**src/verilog/mies_pkg.sv**
```systemverilog
package mies_pkg;

  // ****************************************
  // register map
  // ****************************************
  localparam int unsigned AXI_AW        = 12;
  localparam logic [11:0] OFS_INSTR     = 12'h000;
  localparam logic [11:0] OFS_ACC       = 12'h004;
  localparam logic [11:0] OFS_STATUS    = 12'h008;
  localparam logic [11:0] OFS_PC        = 12'h00C;
  localparam logic [11:0] OFS_FILE_BASE = 12'h100;

  // ****************************************
  // field positions
  // ****************************************
  localparam int unsigned INSTR_OPD_LSB  = 0;
  localparam int unsigned INSTR_DEST_BIT = 8;
  localparam int unsigned INSTR_OP_LSB   = 12;
  localparam int unsigned FADDR_W        = 7;
  localparam int unsigned ST_C           = 0;
  localparam int unsigned ST_DC          = 1;
  localparam int unsigned ST_Z           = 2;
  localparam int unsigned ST_PD          = 3;
  localparam int unsigned ST_TO          = 4;
  localparam int unsigned ST_BUSY        = 8;
  localparam int unsigned ST_SLEEP       = 9;
  localparam int unsigned ST_BADOP       = 10;

  // ****************************************
  // reset values
  // ****************************************
  localparam logic [7:0] ACC_RST   = 8'h00;
  localparam logic [7:0] FILE_RST  = 8'h00;
  localparam logic       FLAG_RST  = 1'b0;
  localparam logic       PD_RST    = 1'b1;
  localparam logic       TO_RST    = 1'b1;
  localparam logic [1:0] RESP_OKAY = 2'h0;
  localparam logic [1:0] RESP_SLVERR = 2'h2;

  // ****************************************
  // timing
  // ****************************************
  localparam int unsigned RET_CYCLES  = 2;
  localparam int unsigned EXEC_CYCLES = 1;

  // ****************************************
  // types
  // ****************************************
  typedef enum logic [3:0] {
    OP_NONE     = 4'h0,
    OP_RETURN   = 4'h1,
    OP_SLEEP    = 4'h2,
    OP_SUB_ACC_FROM_LITERAL = 4'h3,
    OP_SUB_ACC_FROM_FILE    = 4'h4,
    OP_XOR_LITERAL_INTO_ACC = 4'h5,
    OP_XOR_ACC_WITH_FILE    = 4'h6,
    OP_NIBBLE_EXCHANGE      = 4'h7
  } mies_op_e;

  typedef enum logic [2:0] {
    S_RUN   = 3'b001,
    S_RET   = 3'b010,
    S_SLEEP = 3'b100
  } mies_state_e;

endpackage
```
**src/verilog/mies_alu.sv**
```systemverilog
`timescale 1ns/10ps

module mies_alu
  import mies_pkg::*;
(
  input  wire mies_op_e   op,
  input  wire logic       dest,
  input  wire logic [7:0] acc,
  input  wire logic [7:0] fval,
  input  wire logic [7:0] lit,
  output logic      [7:0] res,
  output logic            c,
  output logic            dc,
  output logic            z,
  output logic            upd_cdc,
  output logic            upd_z,
  output logic            wr_acc,
  output logic            wr_file,
  output logic            known
);

  // ****************************************
  // subtract by adding the complement
  // ****************************************
  logic [7:0] minuend;
  logic [8:0] diff;
  logic [4:0] half;
  logic       is_file;

  assign minuend = (op == OP_SUB_ACC_FROM_LITERAL) ? lit : fval;
  assign diff = {1'b0, minuend} + {1'b0, ~acc} + 9'h001;
  assign half = {1'b0, minuend[3:0]} + {1'b0, ~acc[3:0]} + 5'h01;
  assign c  = diff[8];
  assign dc = half[4];
  assign z  = (res == 8'h00);

  assign is_file = (op == OP_SUB_ACC_FROM_FILE)
                 || (op == OP_XOR_ACC_WITH_FILE)
                 || (op == OP_NIBBLE_EXCHANGE);
  assign wr_file = is_file && dest;
  assign wr_acc  = (is_file && !dest)
                 || (op == OP_SUB_ACC_FROM_LITERAL)
                 || (op == OP_XOR_LITERAL_INTO_ACC);

  // ****************************************
  // result and flag selection
  // ****************************************
  always_comb begin
    res     = 8'h00;
    upd_cdc = 1'b0;
    upd_z   = 1'b0;
    known   = 1'b1;
    case (op)
      OP_SUB_ACC_FROM_LITERAL: begin
        res     = diff[7:0];
        upd_cdc = 1'b1;
        upd_z   = 1'b1;
      end
      OP_SUB_ACC_FROM_FILE: begin
        res     = diff[7:0];
        upd_cdc = 1'b1;
        upd_z   = 1'b1;
      end
      OP_XOR_LITERAL_INTO_ACC: begin
        res   = acc ^ lit;
        upd_z = 1'b1;
      end
      OP_XOR_ACC_WITH_FILE: begin
        res   = acc ^ fval;
        upd_z = 1'b1;
      end
      OP_NIBBLE_EXCHANGE: begin
        res = {fval[3:0], fval[7:4]};
      end
      OP_RETURN, OP_SLEEP: begin
        res = 8'h00;
      end
      default: begin
        known = 1'b0;
      end
    endcase
  end

endmodule // mies_alu

```
**src/verilog/mies_exec.sv**
```systemverilog
// Implementation choices: the placing of the registers and the AXI4-Lite interface to the registers.
`timescale 1ns/10ps

// Function
// - Return pops, loads PC from stack top in two cycles, keeps flags.
// - Sleep clears the watchdog counter to zero and its prescaler.
// - Sleep clears the power-down bit and sets the timeout bit only.
// - After sleep the oscillator stops and execution halts until woken.
// - Literal minus accumulator goes to the accumulator; C, DC, Z update.
// - File minus accumulator, file address 0 to 127; C, DC, Z update.
// - Dest 0 sends a file result to the accumulator, dest 1 to the file.
// - Accumulator XOR literal goes to the accumulator; only Z updates.
// - Accumulator XOR file is routed by dest; only Z updates.
// - Nibble swap of the file byte is routed by dest; flags stay.

module mies_exec
  import mies_pkg::*;
#(
  parameter int unsigned FILE_DEPTH = 128,
  parameter int unsigned PC_W       = 13
)
(
  input  wire logic            CLK,
  input  wire logic            RESET,
  input  wire logic [11:0]     S_AXI_AWADDR,
  input  wire logic            S_AXI_AWVALID,
  output logic                 S_AXI_AWREADY,
  input  wire logic [31:0]     S_AXI_WDATA,
  input  wire logic [3:0]      S_AXI_WSTRB,
  input  wire logic            S_AXI_WVALID,
  output logic                 S_AXI_WREADY,
  output logic [1:0]           S_AXI_BRESP,
  output logic                 S_AXI_BVALID,
  input  wire logic            S_AXI_BREADY,
  input  wire logic [11:0]     S_AXI_ARADDR,
  input  wire logic            S_AXI_ARVALID,
  output logic                 S_AXI_ARREADY,
  output logic [31:0]          S_AXI_RDATA,
  output logic [1:0]           S_AXI_RRESP,
  output logic                 S_AXI_RVALID,
  input  wire logic            S_AXI_RREADY,
  input  wire logic [PC_W-1:0] STACK_TOP,
  output logic                 STACK_POP,
  output logic                 PC_LOAD,
  output logic [PC_W-1:0]      PC_VALUE,
  output logic                 WATCHDOG_COUNTER_CLEAR,
  output logic                 PRESCALER_CLEAR,
  output logic                 OSC_STOP,
  input  wire logic            WAKE
);

  // ****************************************
  // parameter check
  // ****************************************
  generate
    if (FILE_DEPTH < 1 || FILE_DEPTH > 128) begin : g_bad_depth
      $error("FILE_DEPTH must lie in 1..128");
    end
    if (PC_W < 1 || PC_W > 32) begin : g_bad_pcw
      $error("PC_W must lie in 1..32");
    end
  endgenerate

  // ****************************************
  // state
  // ****************************************
  mies_state_e      state_ff;
  mies_state_e      nxt_state;
  logic [7:0]       acc_ff;
  logic [7:0]       nxt_acc;
  logic             c_ff;
  logic             nxt_c;
  logic             dc_ff;
  logic             nxt_dc;
  logic             z_ff;
  logic             nxt_z;
  logic             pd_ff;
  logic             nxt_pd;
  logic             to_ff;
  logic             nxt_to;
  logic             badop_ff;
  logic             nxt_badop;
  logic [PC_W-1:0]  pc_ff;
  logic [PC_W-1:0]  nxt_pc;
  logic             pop_ff;
  logic             wdt_clr_ff;
  logic             wake_meta_ff;
  logic             wake_sync_ff;
  logic [7:0]       file_ff [FILE_DEPTH];

  // ****************************************
  // bus slave state
  // ****************************************
  logic             aw_held_ff;
  logic [11:0]      aw_addr_ff;
  logic             w_held_ff;
  logic [31:0]      w_data_ff;
  logic [3:0]       w_strb_ff;
  logic             bvalid_ff;
  logic [1:0]       bresp_ff;
  logic             rvalid_ff;
  logic [31:0]      rdata_ff;
  logic [1:0]       rresp_ff;

  // ****************************************
  // write channel decode
  // ****************************************
  wire        aw_take   = S_AXI_AWVALID && S_AXI_AWREADY;
  wire        w_take    = S_AXI_WVALID && S_AXI_WREADY;
  wire        ar_take   = S_AXI_ARVALID && S_AXI_ARREADY;
  wire        wcommit   = aw_held_ff && w_held_ff && !bvalid_ff;
  wire [9:0]  w_word    = aw_addr_ff[11:2];
  wire [9:0]  base_word = OFS_FILE_BASE[11:2];
  wire [9:0]  w_foff    = w_word - base_word;
  wire        w_fhit    = (w_word >= base_word)
                        && (32'(w_foff) < FILE_DEPTH);
  wire        w_instr   = (w_word == OFS_INSTR[11:2]);
  wire        w_acc     = (w_word == OFS_ACC[11:2]);
  wire        w_status  = (w_word == OFS_STATUS[11:2]);
  wire        w_pc      = (w_word == OFS_PC[11:2]);
  wire        w_mapped  = w_instr || w_acc || w_status
                        || w_pc || w_fhit;
  wire        lane0     = w_strb_ff[0];
  wire        lane1     = w_strb_ff[1];
  wire        sw_acc    = wcommit && w_acc && lane0;
  wire        sw_status = wcommit && w_status && lane0;
  wire        sw_badclr = wcommit && w_status && lane1
                        && w_data_ff[ST_BADOP];
  wire        sw_file   = wcommit && w_fhit && lane0;
  wire [FADDR_W-1:0] sw_fidx = w_foff[FADDR_W-1:0];

  // ****************************************
  // instruction decode
  // ****************************************
  wire        running   = (state_ff == S_RUN);
  wire        exec_go   = wcommit && w_instr && lane0 && lane1
                        && running;
  wire [3:0]  op_bits   = w_data_ff[INSTR_OP_LSB +: 4];
  wire mies_op_e op     = exec_go ? mies_op_e'(op_bits) : OP_NONE;
  wire [7:0]  lit       = w_data_ff[INSTR_OPD_LSB +: 8];
  wire        dest      = w_data_ff[INSTR_DEST_BIT];
  wire [FADDR_W-1:0] faddr = lit[FADDR_W-1:0];
  wire        f_in      = (32'(faddr) < FILE_DEPTH);
  wire [7:0]  fval      = f_in ? file_ff[faddr] : 8'h00;
  wire        go_ret    = (op == OP_RETURN);
  wire        go_sleep  = (op == OP_SLEEP);

  // ****************************************
  // datapath
  // ****************************************
  logic [7:0] alu_res;
  logic       alu_c;
  logic       alu_dc;
  logic       alu_z;
  logic       alu_upd_cdc;
  logic       alu_upd_z;
  logic       alu_wr_acc;
  logic       alu_wr_file;
  logic       alu_known;

  mies_alu u_alu (
    .op      (op),
    .dest    (dest),
    .acc     (acc_ff),
    .fval    (fval),
    .lit     (lit),
    .res     (alu_res),
    .c       (alu_c),
    .dc      (alu_dc),
    .z       (alu_z),
    .upd_cdc (alu_upd_cdc),
    .upd_z   (alu_upd_z),
    .wr_acc  (alu_wr_acc),
    .wr_file (alu_wr_file),
    .known   (alu_known)
  );

  wire ex_file = alu_wr_file && f_in;

  // ****************************************
  // next values
  // ****************************************
  assign nxt_acc = sw_acc ? w_data_ff[7:0]
                 : alu_wr_acc ? alu_res : acc_ff;
  assign nxt_c   = sw_status ? w_data_ff[ST_C]
                 : alu_upd_cdc ? alu_c : c_ff;
  assign nxt_dc  = sw_status ? w_data_ff[ST_DC]
                 : alu_upd_cdc ? alu_dc : dc_ff;
  assign nxt_z   = sw_status ? w_data_ff[ST_Z]
                 : alu_upd_z ? alu_z : z_ff;
  assign nxt_pd  = go_sleep ? 1'b0 : pd_ff;
  assign nxt_to  = go_sleep ? 1'b1 : to_ff;
  assign nxt_pc  = go_ret ? STACK_TOP : pc_ff;
  assign nxt_badop = (exec_go && !alu_known)
                   || (badop_ff && !sw_badclr);

  always_comb begin
    nxt_state = state_ff;
    case (state_ff)
      S_RUN: begin
        if (go_ret) begin
          nxt_state = S_RET;
        end else if (go_sleep) begin
          nxt_state = S_SLEEP;
        end else begin
          nxt_state = S_RUN;
        end
      end
      S_RET: begin
        nxt_state = S_RUN;
      end
      S_SLEEP: begin
        if (wake_sync_ff) begin
          nxt_state = S_RUN;
        end
      end
      default: begin
        nxt_state = S_RUN;
      end
    endcase
  end

  // ****************************************
  // core registers
  // ****************************************
  always_ff @(posedge CLK) begin
    if (RESET) begin
      state_ff   <= S_RUN;
      acc_ff     <= ACC_RST;
      c_ff       <= FLAG_RST;
      dc_ff      <= FLAG_RST;
      z_ff       <= FLAG_RST;
      pd_ff      <= PD_RST;
      to_ff      <= TO_RST;
      badop_ff   <= FLAG_RST;
      pc_ff      <= '0;
      pop_ff     <= 1'b0;
      wdt_clr_ff <= 1'b0;
    end else begin
      state_ff   <= nxt_state;
      acc_ff     <= nxt_acc;
      c_ff       <= nxt_c;
      dc_ff      <= nxt_dc;
      z_ff       <= nxt_z;
      pd_ff      <= nxt_pd;
      to_ff      <= nxt_to;
      badop_ff   <= nxt_badop;
      pc_ff      <= nxt_pc;
      pop_ff     <= go_ret;
      wdt_clr_ff <= go_sleep;
    end
  end

  always_ff @(posedge CLK) begin
    if (RESET) begin
      wake_meta_ff <= 1'b0;
      wake_sync_ff <= 1'b0;
    end else begin
      wake_meta_ff <= WAKE;
      wake_sync_ff <= wake_meta_ff;
    end
  end

  // ****************************************
  // file registers
  // ****************************************
  generate
    for (genvar i = 0; i < FILE_DEPTH; i++) begin : g_file
      wire sw_hit = sw_file && (32'(sw_fidx) == i);
      wire ex_hit = ex_file && (32'(faddr) == i);
      wire [7:0] nxt_file = sw_hit ? w_data_ff[7:0]
                          : ex_hit ? alu_res : file_ff[i];
      always_ff @(posedge CLK) begin
        if (RESET) begin
          file_ff[i] <= FILE_RST;
        end else begin
          file_ff[i] <= nxt_file;
        end
      end
    end
  endgenerate

  // ****************************************
  // write channels
  // ****************************************
  always_ff @(posedge CLK) begin
    if (RESET) begin
      aw_held_ff <= 1'b0;
      aw_addr_ff <= 12'h000;
    end else if (aw_take) begin
      aw_held_ff <= 1'b1;
      aw_addr_ff <= S_AXI_AWADDR;
    end else if (wcommit) begin
      aw_held_ff <= 1'b0;
    end
  end

  always_ff @(posedge CLK) begin
    if (RESET) begin
      w_held_ff <= 1'b0;
      w_data_ff <= 32'h00000000;
      w_strb_ff <= 4'h0;
    end else if (w_take) begin
      w_held_ff <= 1'b1;
      w_data_ff <= S_AXI_WDATA;
      w_strb_ff <= S_AXI_WSTRB;
    end else if (wcommit) begin
      w_held_ff <= 1'b0;
    end
  end

  always_ff @(posedge CLK) begin
    if (RESET) begin
      bvalid_ff <= 1'b0;
      bresp_ff  <= RESP_OKAY;
    end else if (wcommit) begin
      bvalid_ff <= 1'b1;
      bresp_ff  <= w_mapped ? RESP_OKAY : RESP_SLVERR;
    end else if (S_AXI_BREADY) begin
      bvalid_ff <= 1'b0;
    end
  end

  // ****************************************
  // read channel
  // ****************************************
  wire [9:0]  r_word   = S_AXI_ARADDR[11:2];
  wire [9:0]  r_foff   = r_word - base_word;
  wire        r_fhit   = (r_word >= base_word)
                       && (32'(r_foff) < FILE_DEPTH);
  wire [FADDR_W-1:0] r_fidx = r_foff[FADDR_W-1:0];
  wire [31:0] status_w = {21'h0, badop_ff, !running && !OSC_STOP,
                          !running, 3'h0, to_ff, pd_ff, z_ff,
                          dc_ff, c_ff};
  wire        r_status = (r_word == OFS_STATUS[11:2]);
  wire        r_acc    = (r_word == OFS_ACC[11:2]);
  wire        r_pc     = (r_word == OFS_PC[11:2]);
  wire        r_instr  = (r_word == OFS_INSTR[11:2]);
  wire        r_mapped = r_status || r_acc || r_pc
                       || r_instr || r_fhit;
  wire [31:0] rd_mux   = r_status ? status_w
                       : r_acc ? {24'h000000, acc_ff}
                       : r_pc ? 32'(pc_ff)
                       : r_fhit ? {24'h000000, file_ff[r_fidx]}
                       : 32'h00000000;

  always_ff @(posedge CLK) begin
    if (RESET) begin
      rvalid_ff <= 1'b0;
      rdata_ff  <= 32'h00000000;
      rresp_ff  <= RESP_OKAY;
    end else if (ar_take) begin
      rvalid_ff <= 1'b1;
      rdata_ff  <= rd_mux;
      rresp_ff  <= r_mapped ? RESP_OKAY : RESP_SLVERR;
    end else if (S_AXI_RREADY) begin
      rvalid_ff <= 1'b0;
    end
  end

  // ****************************************
  // outputs
  // ****************************************
  assign S_AXI_AWREADY = !aw_held_ff && !bvalid_ff;
  assign S_AXI_WREADY  = !w_held_ff && !bvalid_ff;
  assign S_AXI_BVALID  = bvalid_ff;
  assign S_AXI_BRESP   = bresp_ff;
  assign S_AXI_ARREADY = !rvalid_ff;
  assign S_AXI_RVALID  = rvalid_ff;
  assign S_AXI_RDATA   = rdata_ff;
  assign S_AXI_RRESP   = rresp_ff;
  assign STACK_POP     = pop_ff;
  assign PC_LOAD       = pop_ff;
  assign PC_VALUE      = pc_ff;
  assign WATCHDOG_COUNTER_CLEAR = wdt_clr_ff;
  assign PRESCALER_CLEAR        = wdt_clr_ff;
  assign OSC_STOP      = (state_ff == S_SLEEP);

endmodule // mies_exec

```
**config.mk**
```make
export PLATFORM = sky130hd
export DESIGN_NAME = mies_exec
export DESIGN_NICKNAME = d
export VERILOG_FILES = /design/src/verilog/mies_pkg.sv /design/src/verilog/mies_alu.sv /design/src/verilog/mies_exec.sv
export SDC_FILE = /design/constraint.sdc
export NUM_CORES = 2
export LEC_CHECK = 0
export BUFFER_PORTS_ARGS = -buffer_cell sky130_fd_sc_hd__clkbuf_2
export CAP_MARGIN = 20
export CORE_UTILIZATION = 44
export DETAILED_ROUTE_END_ITERATION = 6
export GPL_TIMING_DRIVEN = 1
export PLACE_DENSITY_LB_ADDON = 0.1
export SYNTH_ARGS = -nofsm -noshare
export SYNTH_HDL_FRONTEND = slang
export SYNTH_SLANG_ARGS = --single-unit
export TNS_END_PERCENT = 50
```
**constraint.sdc**
```tcl
create_clock -name CLK -period 7.2 [get_ports CLK]
set_input_delay 0.72 -clock CLK [delete_from_list [all_inputs] [get_ports CLK]]
set_output_delay 0.72 -clock CLK [all_outputs]
set_load 0.03 [all_outputs]
```
; ---- Word level (Yosys, flattened, before mapping)
; Memory sizes are Yosys's and may differ from the RTL's. A register that Yosys moved wholly into a read port is not among the register bits.
; Index checks and enable logic that the tools add are counted.
[totals]
regBits = 103
ramBits = 1024
output_inout_bits = 59
mem_count = 1
[classes]
addsub = 6
magnitude_cmp = 4
n_eq_ne = 398
mux = 420
bitwise_logic = 132
n_reduce_logical = 447
[mem_list]
columns = memory, depth, word_bits, read_ports, rd_ports_with_merged_regs, write_ports, line_no
row1 = file_ff, 128, 8, 2, 1, 128, mies_exec.sv:89  ; logic [7:0] file_ff [FILE_DEPTH];
[op_table]
columns = cell, n
row1 = 2-to-1 mux 8 bit, 388
row2 = == test 7 bit (second input constant), 128
row3 = == test 7 x 6 -> 1 bit (second input constant), 64
row4 = logical AND 1 bit, 282
row5 = != test 2 bit (second input constant), 128
row6 = AND reduction 2 bit, 128
row7 = == test 7 x 5 -> 1 bit (second input constant), 32
row8 = OR 1 bit, 128
row9 = == test 7 x 4 -> 1 bit (second input constant), 16
row10 = == test 7 x 3 -> 1 bit (second input constant), 8
row11 = == test 10 x 2 -> 1 bit (second input constant), 4
row12 = 2-to-1 mux 13 bit, 3
row13 = one-hot mux 8 bit (4 select lines), 1
row14 = == test 7 x 2 -> 1 bit (second input constant), 4
row15 = == test 10 x 1 -> 1 bit (second input constant), 2
row16 = greater-or-equal comparator 10 x 7 -> 1 bit (second input constant), 2
row17 = zero test 10 bit, 2
row18 = less-than comparator 10 x 8 -> 1 bit (second input constant), 2
row19 = subtractor 10 x 7 -> 10 bit (second input constant), 2
row20 = 2-to-1 mux 1 bit, 19
row21 = == test 4 x 3 -> 1 bit (second input constant), 4
row22 = XOR 8 bit, 2
row23 = == test 7 x 1 -> 1 bit (second input constant), 2
row24 = zero test 7 bit, 2
row25 = other kinds (23), 54

; ---- Logic depth before layout (Yosys ltp)
[depth]
ltp_word = 15
mapped_depth = 27

; ---- Cells and area by module
; From an unflattened synthesis, not the netlist that was laid out.
[unflattened]
cells_unflattened = 6714
hier_area_um2 = 70562.7
[modules_own_cells]
columns = mod, instances, cells_each, area_per_inst_um2
row1 = mies_exec, 1, 6583, 69578.0
row2 = mies_alu, 1, 131, 984.7

; ---- Worst setup path after synthesis
; OpenSTA, ideal clock, no wires.
[synth_timing]
path_type = register to register
from = reg state_ff[1]
to = mem file_ff[109][6], data pin
setup_time_ps = 279
t_arrival_ps = 4911
required_ps = 6921
setup_slack_ps = 2010
path_stages_with_launch = 20
path_cell_list = dfxtp_1 or3b_1 or4b_2 or4_1 or3_1 clkbuf_1 o21ai_0 ha_1 inv_1 fa_1 a21o_1 a21oi_1 o21bai_1 a21oi_1 xor2_1 o221ai_1 a2111oi_2 clkbuf_1 buf_2 a21oi_1
[synth_lines]
columns = item, line_no
row1 = "start, declared", mies_exec.sv:67  ; mies_state_e state_ff;
row2 = "start signal, assigned", mies_exec.sv:240  ; state_ff <= nxt_state;
row3 = "end, declared", mies_exec.sv:89

==> impl_metrics.json <==
{
  "cp.required_ns": 7.69,
  "synth_simple_gate_area_share_pct": 12.8,
  "root_buffer": "clkbuf_16",
  "drtPass1Iterations": 6,
  "antenna_found_initial": 20,
  "synth_fa_ha_area_share_pct": 0.272,
  "worst_slew_pin_slew_ns": 1.33,
  "worst_ir_drop_vdd_mv": 0.190,
  "arrival_ns": 7.25,
  "synth_top_area_share_pct": 45.7,
  "worstSetupStartpointType": "register",
  "cts_buffer_depth": 3,
  "syn_area_per_cell_um2": 11.2,
  "initial_core_util_pct": 44.3,
  "cts_buffers": 136,
  "nFillCells": 13700,
  "clkPwrFrac_pct": 41.4,
  "dpl_cell_area_um2": 69000,
  "cts_sinks": 1109,
  "drv_slew": 0,
  "grt_first_pass_wirelength_um": 409000,
  "synth_edf_count": 1024,
  "drt-initial-drc-count": 8678,
  "post-route-period-util_pct": 93.8,
  "multi_input_area_um2": 31700,
  "synthMuxAreaShare_pct": 20.0,
  "worstPathMaxFanout": 80,
  "synth_top_family_by_area": "multiplexers",
  "rows": 143,
  "synth-compound-area-share_pct": 13.3,
  "final-setup-viol-count": 0,
  "path_clk_slew_ns": 0.06,
  "core_area_um2": 152000,
  "slew_headroom_pct": 11.1,
  "rsz0062_at_grt": "no",
  "die_y_um": 393,
  "grt_max_degree": 192,
  "nNetsFinal": 5871,
  "seq_area_frac_synth_pct": 48.2,
  "power_density_nw_per_um2": 226,
  "die-area_um2": 154000,
  "clk_latency_ns": 0.80,
  "final.setup.tns_ns": 0,
  "status": "finished, final reports clean",
  "max_cap_violations": 0,
  "leakagePower_nw": 21.8,
  "final_cell_area_um2": 73400,
  "netSwitchingPower_mw": 4.62,
  "utilization_pct": 48.3,
  "htree_levels": 4,
  "dp_slack_ns": 0.836,
  "synthXorXnorAreaFrac_pct": 0.312,
  "hold_ws_ns": 0.110,
  "postRouteAntennaNets": 0,
  "ys_seq_elements": 1109,
  "viasPerCell": 6.85,
  "netlist.top_cell.by_area": "edfxtp_1",
  "placedCellCount": 7666,
  "fmax_mhz": 148,
  "netlist_instances": 6004,
  "drc": 0,
  "p_int_mw": 12.0,
  "vias": 54300,
  "grt_overflow": 0,
  "synth.area.top_cells": "edfxtp_1 (46%), mux4_2 (17%), a21oi_1 (7.9%)",
  "ys.flop_type": "edfxtp_1",
  "cts_tree": "yes",
  "syn_to_final_growth_pct": 9.09,
  "final_layout_size_suffix_gt1_share_pct": 23.2,
  "finalHoldViolCount": 0,
  "port-buffer-count": 94,
  "netlist_area_um2": 67300,
  "pwr-share-seq_pct": 45.0,
  "place.gp.congestion": 1.03,
  "critPathCaptureType": "register",
  "pwr-share-comb_pct": 13.6,
  "postCtsSetupBuffers": 0,
  "grt_use_total_pct": 38.1,
  "stdcell_count": 7922,
  "grt_pass1_vias": 50700,
  "postCtsResizedCells": 0,
  "power.total_mw": 16.6,
  "swShare_pct": 27.9,
  "post-route-min-period_ns": 6.76,
  "ctsHoldBuffers": 0,
  "hold_class": "in2reg",
  "die_x_um": 393,
  "fin_skew_ns": 0.0359,
  "pin_count": 140,
  "synth.distinct_cells": 88,
  "place.detailed.hpwl_um": 199000,
  "async_reset_ff_share_pct": 0,
  "layout_setup_ws_ns": 0.444,
  "wirelength_um": 296000,
  "wire_per_inst_um": 37.4,
  "worst-setup-path-type": "reg2reg",
  "seq_area_um2": 32500,
  "synth-warning-count": 0
}
[registers in the layout (all words and copies together) (netlist names), 2 cells and up, named ones only]
name and count:
aw_addr_ff 10, S_AXI_RDATA 13, acc_ff 8, state_ff 3, w_strb_ff 2, file_ff 1024, PC_VALUE 13, w_data_ff 14
[cells by family (layout without fill, tap and decap cells)]
kind of cell / count (synthesis) / after routing
other: 1 / 31
DFF: 1109 / 1109
adders and majority gates: 14 / 14
muxes: 702 / 702
and+or+nand+nor: 1930 / 1930
AOI/OAI and AO/OA: 1537 / 1537
xor gates and xnor gates: 24 / 24
buffers and inverters: 687 / 545
[path summary, 6_finish.rpt]
path	from	endpoint	slack (ns)	cells past startpoint
setup / recovery	register	file_ff[84][5]$_SDFFCE_PN0P_	0.44	17
hold / removal	S_AXI_RREADY	S_AXI_RVALID$_SDFFE_PP0P_	0.11	2
setup reg to reg	register	file_ff[84][5]$_SDFFCE_PN0P_	0.44	17
hold reg to reg	wake_meta_ff$_SDFF_PP0_	wake_sync_ff$_SDFF_PP0_	0.44	1
[layout make-up]
cell class	instances	share of cell area (%)
tap	2030	3.46
sequential	1109	44.3
timing repair buffer	273	3.02
clock inverter	71	0.774
multi-input combinational	4228	43.2
antenna	10	0.0341
clock buffer	173	5.11
inverter	28	0.143
[cell usage in the layout (no fill, tap or decap), types with 10 or more instances in the layout]
cell type / count
o211ai_1: 17
nor3_1: 30
dfxtp_1: 72
nand4_1: 16
a21oi_1: 1065
ha_1: 13
nor2b_1: 15
nor2_2: 103
o22ai_1: 59
mux2i_1: 184
a221oi_1: 50
a22oi_1: 79
a21oi_2: 100
clkinv_1: 35
inv_1: 21
clkinv_2: 21
clkbuf_16: 144
mux4_2: 513
xor2_1: 10
nand2_1: 1069
nor2_1: 285
clkbuf_2: 90
buf_4: 150
conb_1: 21
and2_1: 13
a211oi_1: 18
dfxtp_4: 12
o21ai_0: 52
buf_12: 29
xnor2_1: 14
clkbuf_1: 25
edfxtp_1: 1024
nand3b_1: 14
nand3_1: 46
or2_2: 127
diode_2: 10
nand2b_1: 141
a311oi_1: 11
or3_1: 12
[layer usage]
layer / wire (um) / share of wire (%) / up-vias / global-route usage [%]
met5: 170 / 0.057 / - / 0
met4: 18900 / 6.4 / 26 / 20.9
met3: 38300 / 13 / 721 / 11.2
met2: 128000 / 43 / 3901 / 55.6
met1: 111000 / 37 / 27600 / 51.0
li1: - / - / 22000 / -
[power by group through the flow]
stage	sequential, mW	combinational, mW	clock [mW]
2_1_floorplan	7.43	1.35	0
3_3_place_gp	7.58	2.15	0
3_5_place_dp	7.58	2.15	0
4_1_cts	7.45	2.16	6.87
5_1_grt	7.48	2.26	7.11
6_report	7.46	2.25	6.87
[cell usage after synthesis (85+ instances only)]
master	number
a21oi_1	1066
edfxtp_1	1024
buf_2	95
nor2_1	292
or2_2	127
nor2_2	100
mux4_2	513
buf_1	137
dfxtp_1	85
clkbuf_1	332
nand2_1	1075
a21oi_2	103
mux2i_1	184
nand2b_1	142
[worst max-delay path, cell delays in order, from the launching register on]
cell and delay [ns]:
dfxtp_4 0.90, nor2b_4 0.75, a221oi_1 0.29, a22oi_1 0.80
o21ai_0 0.18, o32a_1 0.26, mux2i_4 0.18, a21oi_1 0.14
ha_1 0.30, nor2b_1 0.13, o21a_1 0.17, o21ai_0 0.39
a2111oi_0 0.19, a21oi_1 0.43, o211ai_1 0.23, a21oi_4 0.25
buf_12 0.40, a21oi_1 0.15
No activity file was read; power rests on OpenSTA's default activity.
